<file path="src/bst_map.svh">
// Behaviour
// [RQ1] Instruction register is three bits long
// [RQ2] Sample/preload captures pins, leaves normal operation
// [RQ3] External test drives update values, captures inputs
// [RQ4] Bypass inserts one-bit register, one clock delay
// [RQ5] Boundary chain length 522, 621 or 666
// [RQ6] No scan while configuration is in progress; code still scans then when test_disable_i is high
// [RQ7] Undriven test inputs read as one
// [RQ8] Outputs undriven until operating conditions reached
// [RQ9] Open-drain pins drive low or float only; code under extest drives them high or low from the update cells
// [RQ10] Sixteen-state controller, falling-edge data output
// [RQ11] Ones bypass, zeros extest, unassigned bypass
`ifndef BST_MAP_SVH
`define BST_MAP_SVH

// ****************************************
// Widths and lengths
// ****************************************
`define BST_IR_LEN       3
`define BST_CHAIN_LEN    522
`define BST_NUM_PINS     174

// ****************************************
// Instruction codes and reset values
// ****************************************
`define BST_IR_EXTEST    3'h0
`define BST_IR_SAMPLE    3'h5
`define BST_IR_BYPASS    3'h7
`define BST_IR_CAPTURE   3'h1

`endif

</file>
<file path="src/bst_pkg.sv">
package bst_pkg;

  // ****************************************
  // Controller states and decoded instructions
  // ****************************************
  typedef enum logic [3:0] {
    BST_RESET      = 4'h0,
    BST_IDLE       = 4'h1,
    BST_SEL_DR     = 4'h2,
    BST_CAP_DR     = 4'h3,
    BST_SHIFT_DR   = 4'h4,
    BST_EXIT1_DR   = 4'h5,
    BST_PAUSE_DR   = 4'h6,
    BST_EXIT2_DR   = 4'h7,
    BST_UPD_DR     = 4'h8,
    BST_SEL_IR     = 4'h9,
    BST_CAP_IR     = 4'ha,
    BST_SHIFT_IR   = 4'hb,
    BST_EXIT1_IR   = 4'hc,
    BST_PAUSE_IR   = 4'hd,
    BST_EXIT2_IR   = 4'he,
    BST_UPD_IR     = 4'hf
  } bst_state_t;

  typedef enum logic [1:0] {
    BST_OP_BYPASS  = 2'h0,
    BST_OP_SAMPLE  = 2'h1,
    BST_OP_EXTEST  = 2'h2
  } bst_op_t;

endpackage

</file>
<file path="src/bst_fsm.sv">
`timescale 1ns/1ps
`include "bst_map.svh"

module bst_fsm (
  // Clock and reset
  input  wire logic                clk_i,
  input  wire logic                rst_b_i,
  input  wire logic                ce_i,
  // Sampled link events
  input  wire logic                tck_rise_i,
  input  wire logic                tms_i,
  input  wire logic                trst_b_i,
  // State
  output bst_pkg::bst_state_t      state_o
);

  bst_pkg::bst_state_t state;
  bst_pkg::bst_state_t next_state;

  assign state_o = state;

  // Standard sixteen-state walk on test clock rising edge
  always_comb begin
    next_state = state;
    if (tck_rise_i) begin
      unique case (state)
        bst_pkg::BST_RESET:    next_state = tms_i ? bst_pkg::BST_RESET  : bst_pkg::BST_IDLE; // [RQ10]
        bst_pkg::BST_IDLE:     next_state = tms_i ? bst_pkg::BST_SEL_DR : bst_pkg::BST_IDLE;
        bst_pkg::BST_SEL_DR:   next_state = tms_i ? bst_pkg::BST_SEL_IR : bst_pkg::BST_CAP_DR;
        bst_pkg::BST_CAP_DR:   next_state = tms_i ? bst_pkg::BST_EXIT1_DR : bst_pkg::BST_SHIFT_DR;
        bst_pkg::BST_SHIFT_DR: next_state = tms_i ? bst_pkg::BST_EXIT1_DR : bst_pkg::BST_SHIFT_DR;
        bst_pkg::BST_EXIT1_DR: next_state = tms_i ? bst_pkg::BST_UPD_DR : bst_pkg::BST_PAUSE_DR;
        bst_pkg::BST_PAUSE_DR: next_state = tms_i ? bst_pkg::BST_EXIT2_DR : bst_pkg::BST_PAUSE_DR;
        bst_pkg::BST_EXIT2_DR: next_state = tms_i ? bst_pkg::BST_UPD_DR : bst_pkg::BST_SHIFT_DR;
        bst_pkg::BST_UPD_DR:   next_state = tms_i ? bst_pkg::BST_SEL_DR : bst_pkg::BST_IDLE;
        bst_pkg::BST_SEL_IR:   next_state = tms_i ? bst_pkg::BST_RESET  : bst_pkg::BST_CAP_IR;
        bst_pkg::BST_CAP_IR:   next_state = tms_i ? bst_pkg::BST_EXIT1_IR : bst_pkg::BST_SHIFT_IR;
        bst_pkg::BST_SHIFT_IR: next_state = tms_i ? bst_pkg::BST_EXIT1_IR : bst_pkg::BST_SHIFT_IR;
        bst_pkg::BST_EXIT1_IR: next_state = tms_i ? bst_pkg::BST_UPD_IR : bst_pkg::BST_PAUSE_IR;
        bst_pkg::BST_PAUSE_IR: next_state = tms_i ? bst_pkg::BST_EXIT2_IR : bst_pkg::BST_PAUSE_IR;
        bst_pkg::BST_EXIT2_IR: next_state = tms_i ? bst_pkg::BST_UPD_IR : bst_pkg::BST_SHIFT_IR;
        bst_pkg::BST_UPD_IR:   next_state = tms_i ? bst_pkg::BST_SEL_DR : bst_pkg::BST_IDLE;
      endcase
    end
    if (!trst_b_i) begin
      next_state = bst_pkg::BST_RESET;
    end
  end

  // State register
  always_ff @(posedge clk_i or negedge rst_b_i) begin
    if (!rst_b_i) begin
      state <= bst_pkg::BST_RESET;
    end else if (ce_i) begin
      state <= next_state;
    end
  end

endmodule

</file>
<file path="src/bst_tap.sv">
`timescale 1ns/1ps
`include "bst_map.svh"

module bst_tap (
  // Clock and reset
  input  wire logic                           clk_i,
  input  wire logic                           rst_b_i,
  input  wire logic                           ce_i,
  // Test port pins
  input  wire logic                           tck_i,
  input  wire logic                           tms_i,
  input  wire logic                           tdi_i,
  input  wire logic                           trst_b_i,
  output logic                                tdo_o,
  output logic                                tdo_oe_o,
  // Device state
  input  wire logic                           config_busy_i,
  input  wire logic                           test_disable_i,
  input  wire logic                           power_good_i,
  // Core side of each pin
  input  wire logic [`BST_NUM_PINS-1:0]       core_out_i,
  input  wire logic [`BST_NUM_PINS-1:0]       core_oe_i,
  input  wire logic [`BST_NUM_PINS-1:0]       core_od_i,
  output logic      [`BST_NUM_PINS-1:0]       core_in_o,
  // Package side of each pin
  input  wire logic [`BST_NUM_PINS-1:0]       pin_in_i,
  output logic      [`BST_NUM_PINS-1:0]       pin_out_o,
  output logic      [`BST_NUM_PINS-1:0]       pin_oe_o
);

  localparam int NP = `BST_NUM_PINS;
  localparam int CL = `BST_CHAIN_LEN;

  // ****************************************
  // Link synchronisers
  // ****************************************
  logic [4:0] sync1;
  logic [4:0] sync2;
  logic       tck_prev;
  logic       pg1;
  logic       pg2;
  logic [NP-1:0] pin1;
  logic [NP-1:0] pin2;

  // Two-stage capture of link lines, power good and pins; link lines reset high, pins and power good low
  always_ff @(posedge clk_i or negedge rst_b_i) begin
    if (!rst_b_i) begin
      sync1    <= 5'h1f; // [RQ7]
      sync2    <= 5'h1f; // [RQ7]
      tck_prev <= 1'b1;
      pg1      <= 1'b0;
      pg2      <= 1'b0;
      pin1     <= '0;
      pin2     <= '0;
    end else if (ce_i) begin
      sync1    <= {tck_i, tms_i, tdi_i, trst_b_i, config_busy_i};
      sync2    <= sync1;
      tck_prev <= sync2[4];
      pg1      <= power_good_i;
      pg2      <= pg1;
      pin1     <= pin_in_i;
      pin2     <= pin1;
    end
  end

  logic s_tck;
  logic s_tms;
  logic s_tdi;
  logic s_trst_b;
  logic s_busy;
  logic tck_rise;
  logic tck_fall;
  logic scan_ok;

  assign s_tck    = sync2[4];
  assign s_tms    = sync2[3];
  assign s_tdi    = sync2[2];
  assign s_trst_b = sync2[1];
  assign s_busy   = sync2[0];
  assign tck_rise = s_tck & ~tck_prev;
  assign tck_fall = ~s_tck & tck_prev;
  // Scan blocked mid-configuration unless test support is off
  assign scan_ok  = ~s_busy | test_disable_i; // [RQ6]

  // ****************************************
  // Controller
  // ****************************************
  bst_pkg::bst_state_t state;

  bst_fsm u_fsm (
    .clk_i      (clk_i),
    .rst_b_i    (rst_b_i),
    .ce_i       (ce_i),
    .tck_rise_i (tck_rise & scan_ok),
    .tms_i      (s_tms),
    .trst_b_i   (s_trst_b),
    .state_o    (state)
  );

  // Instruction decode
  function automatic bst_pkg::bst_op_t decode(input logic [`BST_IR_LEN-1:0] code);
    unique case (code)
      `BST_IR_EXTEST: decode = bst_pkg::BST_OP_EXTEST; // [RQ11]
      `BST_IR_SAMPLE: decode = bst_pkg::BST_OP_SAMPLE;
      default:        decode = bst_pkg::BST_OP_BYPASS; // [RQ11]
    endcase
  endfunction

  // ****************************************
  // Shift, capture and update
  // ****************************************
  logic [`BST_IR_LEN-1:0] ir_sh;
  logic [`BST_IR_LEN-1:0] ir;
  logic                   byp;
  logic [CL-1:0]          bsr;
  logic [CL-1:0]          upd;
  logic                   tdo;
  logic                   tdo_oe;
  logic [`BST_IR_LEN-1:0] next_ir_sh;
  logic [`BST_IR_LEN-1:0] next_ir;
  logic                   next_byp;
  logic [CL-1:0]          next_bsr;
  logic [CL-1:0]          next_upd;
  logic                   next_tdo;
  logic                   next_tdo_oe;
  logic [CL-1:0]          cap_vec;
  bst_pkg::bst_op_t       op;

  assign op = decode(ir);

  // Capture vector: per pin input, output and enable cells
  generate
    for (genvar g = 0; g < NP; g++) begin : g_cell
      assign cap_vec[3*g]   = pin2[g];                                              // [RQ2] [RQ3]
      assign cap_vec[3*g+1] = (op == bst_pkg::BST_OP_EXTEST) ? upd[3*g+1] : core_out_i[g];
      assign cap_vec[3*g+2] = (op == bst_pkg::BST_OP_EXTEST) ? upd[3*g+2] : core_oe_i[g];
    end
  endgenerate

  // Register actions per controller state
  always_comb begin
    next_ir_sh  = ir_sh;
    next_ir     = ir;
    next_byp    = byp;
    next_bsr    = bsr;
    next_upd    = upd;
    next_tdo    = tdo;
    next_tdo_oe = tdo_oe;
    if (state == bst_pkg::BST_RESET) begin
      next_ir = `BST_IR_BYPASS;
    end
    if (tck_rise && scan_ok) begin
      unique case (state)
        bst_pkg::BST_CAP_IR:   next_ir_sh = `BST_IR_CAPTURE;
        bst_pkg::BST_SHIFT_IR: next_ir_sh = {s_tdi, ir_sh[`BST_IR_LEN-1:1]}; // [RQ1]
        bst_pkg::BST_UPD_IR:   next_ir = ir_sh;
        bst_pkg::BST_CAP_DR: begin
          if (op == bst_pkg::BST_OP_BYPASS) next_byp = 1'b0;
          else next_bsr = cap_vec; // [RQ2] [RQ3]
        end
        bst_pkg::BST_SHIFT_DR: begin
          if (op == bst_pkg::BST_OP_BYPASS) next_byp = s_tdi; // [RQ4]
          else next_bsr = {s_tdi, bsr[CL-1:1]}; // [RQ5]
        end
        bst_pkg::BST_UPD_DR: begin
          if (op != bst_pkg::BST_OP_BYPASS) next_upd = bsr; // [RQ2]
        end
        default: ;
      endcase
    end
    // Data out moves on the falling edge, floats outside shifts
    if (tck_fall) begin
      next_tdo_oe = (state == bst_pkg::BST_SHIFT_IR) || (state == bst_pkg::BST_SHIFT_DR); // [RQ10]
      if (state == bst_pkg::BST_SHIFT_IR) next_tdo = ir_sh[0];
      else if (op == bst_pkg::BST_OP_BYPASS) next_tdo = byp; // [RQ4]
      else next_tdo = bsr[0];
    end
    if (!scan_ok) begin
      next_tdo_oe = 1'b0; // [RQ6]
    end
  end

  always_ff @(posedge clk_i or negedge rst_b_i) begin
    if (!rst_b_i) begin
      ir_sh  <= `BST_IR_CAPTURE;
      ir     <= `BST_IR_BYPASS;
      byp    <= 1'b0;
      bsr    <= '0;
      upd    <= '0;
      tdo    <= 1'b0;
      tdo_oe <= 1'b0;
    end else if (ce_i) begin
      ir_sh  <= next_ir_sh;
      ir     <= next_ir;
      byp    <= next_byp;
      bsr    <= next_bsr;
      upd    <= next_upd;
      tdo    <= next_tdo;
      tdo_oe <= next_tdo_oe;
    end
  end

  // ****************************************
  // Pin drivers
  // ****************************************
  logic [NP-1:0] next_pin_out;
  logic [NP-1:0] next_pin_oe;
  logic [NP-1:0] next_core_in;

  // Output mux: test pattern under extest, else core
  always_comb begin
    for (int i = 0; i < NP; i++) begin
      next_core_in[i] = pin2[i];
      if (op == bst_pkg::BST_OP_EXTEST) begin
        next_pin_out[i] = upd[3*i+1]; // [RQ3]
        next_pin_oe[i]  = upd[3*i+2]; // [RQ3]
      end else if (core_od_i[i]) begin
        next_pin_out[i] = 1'b0;                      // [RQ9]
        next_pin_oe[i]  = core_oe_i[i] & ~core_out_i[i]; // [RQ9]
      end else begin
        next_pin_out[i] = core_out_i[i];
        next_pin_oe[i]  = core_oe_i[i];
      end
      if (!pg2) begin
        next_pin_oe[i] = 1'b0; // [RQ8]
      end
    end
  end

  always_ff @(posedge clk_i or negedge rst_b_i) begin
    if (!rst_b_i) begin
      pin_out_o <= '0;
      pin_oe_o  <= '0; // [RQ8]
      core_in_o <= '0;
      tdo_o     <= 1'b0;
      tdo_oe_o  <= 1'b0;
    end else if (ce_i) begin
      pin_out_o <= next_pin_out;
      pin_oe_o  <= next_pin_oe;
      core_in_o <= next_core_in;
      tdo_o     <= next_tdo;
      tdo_oe_o  <= next_tdo_oe & pg2; // [RQ8]
    end
  end

endmodule

</file>
<file path="config.mk">
export PLATFORM = sky130hd
export DESIGN_NAME = bst_tap
export DESIGN_NICKNAME = d
export VERILOG_FILES = /design/src/bst_pkg.sv /design/src/bst_fsm.sv /design/src/bst_tap.sv
export VERILOG_INCLUDE_DIRS = /design/src /design/src/src
export SDC_FILE = /design/constraint.sdc
export NUM_CORES = 2
export LEC_CHECK = 0
export BUFFER_PORTS_ARGS = -buffer_cell sky130_fd_sc_hd__buf_2
export CORE_AREA = 2 2 472 474
export CTS_CLUSTER_DIAMETER = 60
export DETAILED_ROUTE_END_ITERATION = 8
export DIE_AREA = 0 0 474 476
export MAX_ROUTING_LAYER = met4
export PLACE_DENSITY = 0.51
export RECOVER_POWER = 100
export SYNTH_ARGS = -nofsm -noshare
export SYNTH_HDL_FRONTEND = slang
export SYNTH_SLANG_ARGS = --single-unit
</file>
<file path="constraint.sdc">
create_clock -name clk_i -period 2.9 [get_ports clk_i]
set_clock_uncertainty 0.1 [all_clocks]
set_input_delay 0.145 -clock clk_i [delete_from_list [all_inputs] [get_ports clk_i]]
set_output_delay 0.145 -clock clk_i [all_outputs]
set_load 0.02 [all_outputs]
</file>
# After elaboration in Yosys (flattened, before gate mapping)
# Index checks and enable logic that the tools add are counted.
# word_totals
elab_cells	1663
reg_bits	1941
out_inout_bits	524
# op_classes
eq_ne	22
n_bitwise	356
n_reduce_logical	17
muxes	1249
# op_table
op	n
2-to-1 mux 1 bit	1228
2-to-1 mux 522 bit	2
case mux 522 bit (2 select lines)	1
bitwise AND 1 bit	178
NOT 1 bit	177
case mux 4 bit (12 select lines)	1
== test 4 bit, second input constant	8
2-to-1 mux 4 bit	6
== test 4 x 3 -> 1 bit, second input constant	4
2-to-1 mux 3 bit	5
AND reduction 5 bit	2
== test 4 x 2 -> 1 bit, second input constant	2
inequality test 2 bit, second input constant	4
2-to-1 mux 2 bit	3
case mux 3 bit (2 select lines)	1
nonzero test 2 bit	3
== test 4 x 1 -> 1 bit, second input constant	1
zero test 4 bit	1
case mux 2 bit (2 select lines)	1
AND reduction 2 bit	2
AND reduction 4 bit	1
OR reduction 2 bit	2
== test 3 bit, second input constant	1
zero test 3 bit	1
9 further kinds	9

# Logic depth before layout (Yosys ltp)
# logic_depth
depth_word	6
mapped_depth	8

# Cells and area by module
# From an unflattened synthesis, not the netlist that was laid out.
# unflattened
cells_unflattened	6715
hier_area_um2	77814.6
# modules_own_cells
module	area_each_um2	instances	cells_per_inst
bst_tap	77438.0	1	6668
bst_fsm	376.6	1	47

# Worst setup path after synthesis
# Ideal clock, no wire load.
# synth_timing
path_kind	register to register
from	register sync2[0]
to	register upd[100]
required_ns	2.675
path_stages_with_launch	7
setup_slack_ns	0.611
synth_period_minus_slack_ns	2.289
t_arrival_ns	2.064
path_buffers	2
setup_time_ns	0.125
cell_sequence	dfstp_2 -> inv_1 -> o2111ai_1 -> nand4b_1 -> clkbuf_1 -> buf_2 -> mux2_2
# synth_between
elab_chain_len	4
# synth_lines
item	line	text
from (decl)	bst_tap.sv:38	logic [4:0] sync2;
from (signal assigned)	bst_tap.sv:57	sync2 <= sync1;
NOT 1 bit	bst_tap.sv:83	assign scan_ok = ~s_busy | test_disable_i;
bitwise OR 1 bit	bst_tap.sv:83	
logical AND 1 bit	bst_tap.sv:152	if (tck_rise && scan_ok) begin
AND reduction 4 bit (no line)	-	
to (signal assigned)	bst_tap.sv:197	upd <= next_upd;
to (decl)	bst_tap.sv:116	logic [CL-1:0] upd;
# No other way between the ends.
# A chain may end at the register's enable or synchronous reset.

# Final worst setup path
# layout_timing
from	register ir[1]
to	register pin_out_o[1]
# layout_between
elab_chain_len	4
elab_cells_between_ends	5
cone_classes	2 x eq/ne; 2 x mux; 1 x reduce/logical
# layout_lines
item	line	text
from (decl)	bst_tap.sv:113	logic [`BST_IR_LEN-1:0] ir;
from (signal assigned)	bst_tap.sv:186	ir <= `BST_IR_BYPASS;
from (signal assigned)	bst_tap.sv:194	ir <= next_ir;
== test 3 bit / zero test 3 bit (equally long branches)	bst_tap.sv:102	unique case (code)
case mux 2 bit (2 select lines) *	bst_tap.sv:102	
== test 2 bit *	bst_tap.sv:214	if (op == bst_pkg::BST_OP_EXTEST) begin
2-to-1 mux 1 bit *	bst_tap.sv:214	
to (signal assigned)	bst_tap.sv:238	pin_out_o <= next_pin_out;
to (decl)	bst_tap.sv:27	output logic [`BST_NUM_PINS-1:0] pin_out_o,
# Mark *: on every way between the ends. The rest lies on a longest branch, timed or not.

==> flow_summary.ini <==
[pwr]
finalPower_mw = 61.1
p_switching_mw = 16.3
powerDensity_nw_per_um2 = 577
clkPwrFrac_pct = 41.5
vdd_drop_max_mv = 0.590
p_sw_share_pct = 26.7
power_frac_comb_pct = 13.4
p_int_mw = 44.8
seqPwrFrac_pct = 45.1
static-leakage-power_nw = 50.1

[clock_network]
cts_made_buffers = 202
cts_resized = 0
clock_sinks = 1767
htree_levels = 4
clock_path_buffers = 3
cts_tree = built
clk_pin_slew_ns = 0.05
cts_root_buf = clkbuf_16
clock_latency_ns = 0.86

[logic_synthesis]
synth_top_area_share_pct = 56.2
synthCells = 6366
avgSynthCellArea_um2 = 12.3
ys_seq_area_share_pct = 56.7
synthArstFlopShare_pct = 100
ys_ff_latch = 1767
synth_cell_types = 49
synth_area_leaders = dfrtp_1, mux2_2, nand2_1
synth_edf_count = 0
syn_nets = 7072
synth_ff_type = dfrtp_1
synth_warnings = 0
yosysTopAreaCell = dfrtp_1
synth_area_um2 = 78000

[critical_path]
regToRegStartpoint = ir[1]
cpMostUsedCell = buf_12
ff2ff_setup_slack_ns = 0.14
slowest_delay_ns = 0.63
crit_type = reg2reg
worst-path-buf-inv = 4
start_kind = flip-flop
arrival_ns = 3.43
critPathMaxFanout = 24
reg2reg_to = pin_out_o[1]
crit_required_ns = 3.58
path_cells = or3_1, buf_12, buf_12, clkbuf_1, nand2_1, o211ai_1, dlygate4sd3_1, o21a_1
cp_top_family = buffers and inverters
r2r_cells = 8
endpoint_kind = flip-flop
cp_slowest_cell = dfstp_1

[hold_path]
worstHoldPathCells = 3
hp-start = pin_in_i[172]
hold_path_class = in2reg
min_to = pin1[172]

[routing]
vias = 60500
drc = 0
viasPerCell = 5.06
drtIter0Drc = 3634
routed_wl_mm = 262
wl_per_cell_um = 21.9
first_pass_iters = 5
ant_nets = 0

[sta]
tns_ns = 0
setup_viol = 0
setup_ws_ns = 0.143
maxSlewHeadroom_pct = -73.9
hold_viol_final = 0
fin_crit_sh_pct = 95.1
final_max_slew_viol_count = 69
fin_crit_ns = 2.76
rsz0062_at_grt = no
fmax_mhz = 363
tightestPinTransition_ns = 2.61
worst_hold_slack_ns = 0.0734

[placement]
port_buffers = 1229
dp_cells = 10300
place_ws_ns = 0.206
hpwl_mm = 182
gp_congestion = 0.880
place_area_um2 = 88400

[floorplan]
fp-row-count = 173
die_w_um = 474
ios = 1230
dieArea_um2 = 226000
core_area_um2 = 221000
die_h_um = 476
floorplan.initialDensity_pct = 35.3

[outcome]
status = finished with violations
violations = capacitance limit, slew limit

[layout]
final_common_cell = dfrtp_1
utilization_pct = 47.9
nets = 9470
area_growth_pct = 35.7
final_cell_area_um2 = 106000
final_cell_mix = dfrtp_1, mux2_2, dlygate4sd3_1, nand2_1, buf_2
final_cell_count_no_fill = 11900
layout-drive-gt1-share_pct = 31.6

[grt]
grt_pass1_wl_mm = 389
grt_pass1_vias = 62200
antenna_found_initial = 49
track_usage_pct = 23.2
grt_max_degree = 162
grt_overflow = 0

[flow_run]
drv_cap = 2
-- how the worst max path moves through the flow --
stage	slack (ns)	from	depth (start not counted)	endpoint
2_1_floorplan	0.61	sync2[0]	6	upd[100]
4_1_cts	0.02	ir[1]	7	pin_oe_o[59]
3_3_place_gp	0.21	sync2[0]	7	upd[392]
6_report	0.14	ir[1]	8	pin_out_o[1]
3_5_place_dp	0.21	sync2[0]	7	upd[392]
5_1_grt	0.05	u_fsm.state_o[0]	7	bsr[380]
-- area by class of cell --
type / count / area, µm²
fill: 20200 / 115000
sequential: 1767 / 44200
multi-input combinational: 4100 / 31500
timing repair buffer: 2628 / 19500
clock buffer: 315 / 6040
tap: 2975 / 3720
clock inverter: 47 / 527
inverter: 65 / 249
antenna: 48 / 120
-- cells in the mapped netlist (all sizes together), types with 3 or more instances --
| library cell | number |
|---|---|
| dfrtp | 1752 |
| clkbuf | 291 |
| inv | 64 |
| mux2 | 1695 |
| mux2i | 5 |
| buf | 143 |
| nor3 | 3 |
| dfstp | 15 |
| o21ai | 65 |
| nand3b | 3 |
| o211ai | 174 |
| o21a | 175 |
| o22ai | 3 |
| nand3 | 177 |
| a21o | 55 |
| a21oi | 121 |
| nor2 | 356 |
| nand2 | 884 |
| nor2b | 3 |
| a31oi | 350 |
-- kinds of logic (layout without fill, tap and decap cells) --
logic type                after synthesis  in the layout  synth area share (%)
other                                   0             48                     0
and+or+nand+nor                      1438           1438                  7.29
AOI/OAI and AO/OA                     960            960                  8.09
DFF                                  1767           1767                  56.7
muxes                                1700           1700                  25.0
xor gates and xnor gates                2              2                0.0225
buffers and inverters                 499           3055                  2.91
-- flip-flops by register name, summed over array words and instances (netlist names) --
| signal | cells |
|---|---|
| upd | 348 |
| sync2 | 5 |
| next_core_in | 174 |
| core_in_o | 174 |
| ir | 3 |
| pin_out_o | 174 |
| pin_oe_o | 174 |
| pg1 | 1 |
| byp | 1 |
| bsr | 522 |
| tdo_oe | 1 |
| tdo_oe_o | 1 |
| tdo_o | 1 |
| ir_sh | 3 |
| tck_prev | 1 |
| sync1 | 5 |
| pin1 | 174 |
| u_fsm.state_o | 4 |
| pg2 | 1 |
-- tightest hold or removal path: stages --
cell and delay [ns]:
dlygate4sd3_1 0.57, buf_2 0.11, mux2_2 0.13
-- repair_timing --
action / 4_1_cts / 5_1_grt
hold endpoints to repair: 2613 / 0
hold buffers: 1204 / 0
endpoints found under the setup margin: 0 / 72
buffers inserted: 0 / 3
-- power groups by stage --
stage	clock network [mW]	logic (mW)	registers, mW
floorplan	0	2.72	28.6
global placement	0	7.04	27.9
detailed placement	0	7.10	27.9
CTS	26.0	8.53	27.5
global route	27.1	8.82	27.7
finish	25.4	8.19	27.5
-- layer usage --
metal | GRT usage (%) | vias up | part of all wire (%)
li1 | - | 27500 | -
met1 | 28.6 | 30800 | 42
met2 | 36.9 | 1769 | 47
met3 | 5.10 | 476 | 6.0
met4 | 9.45 | 0 | 4.5
met5 | - | - | 0
(Power assumes the default switching activity.)
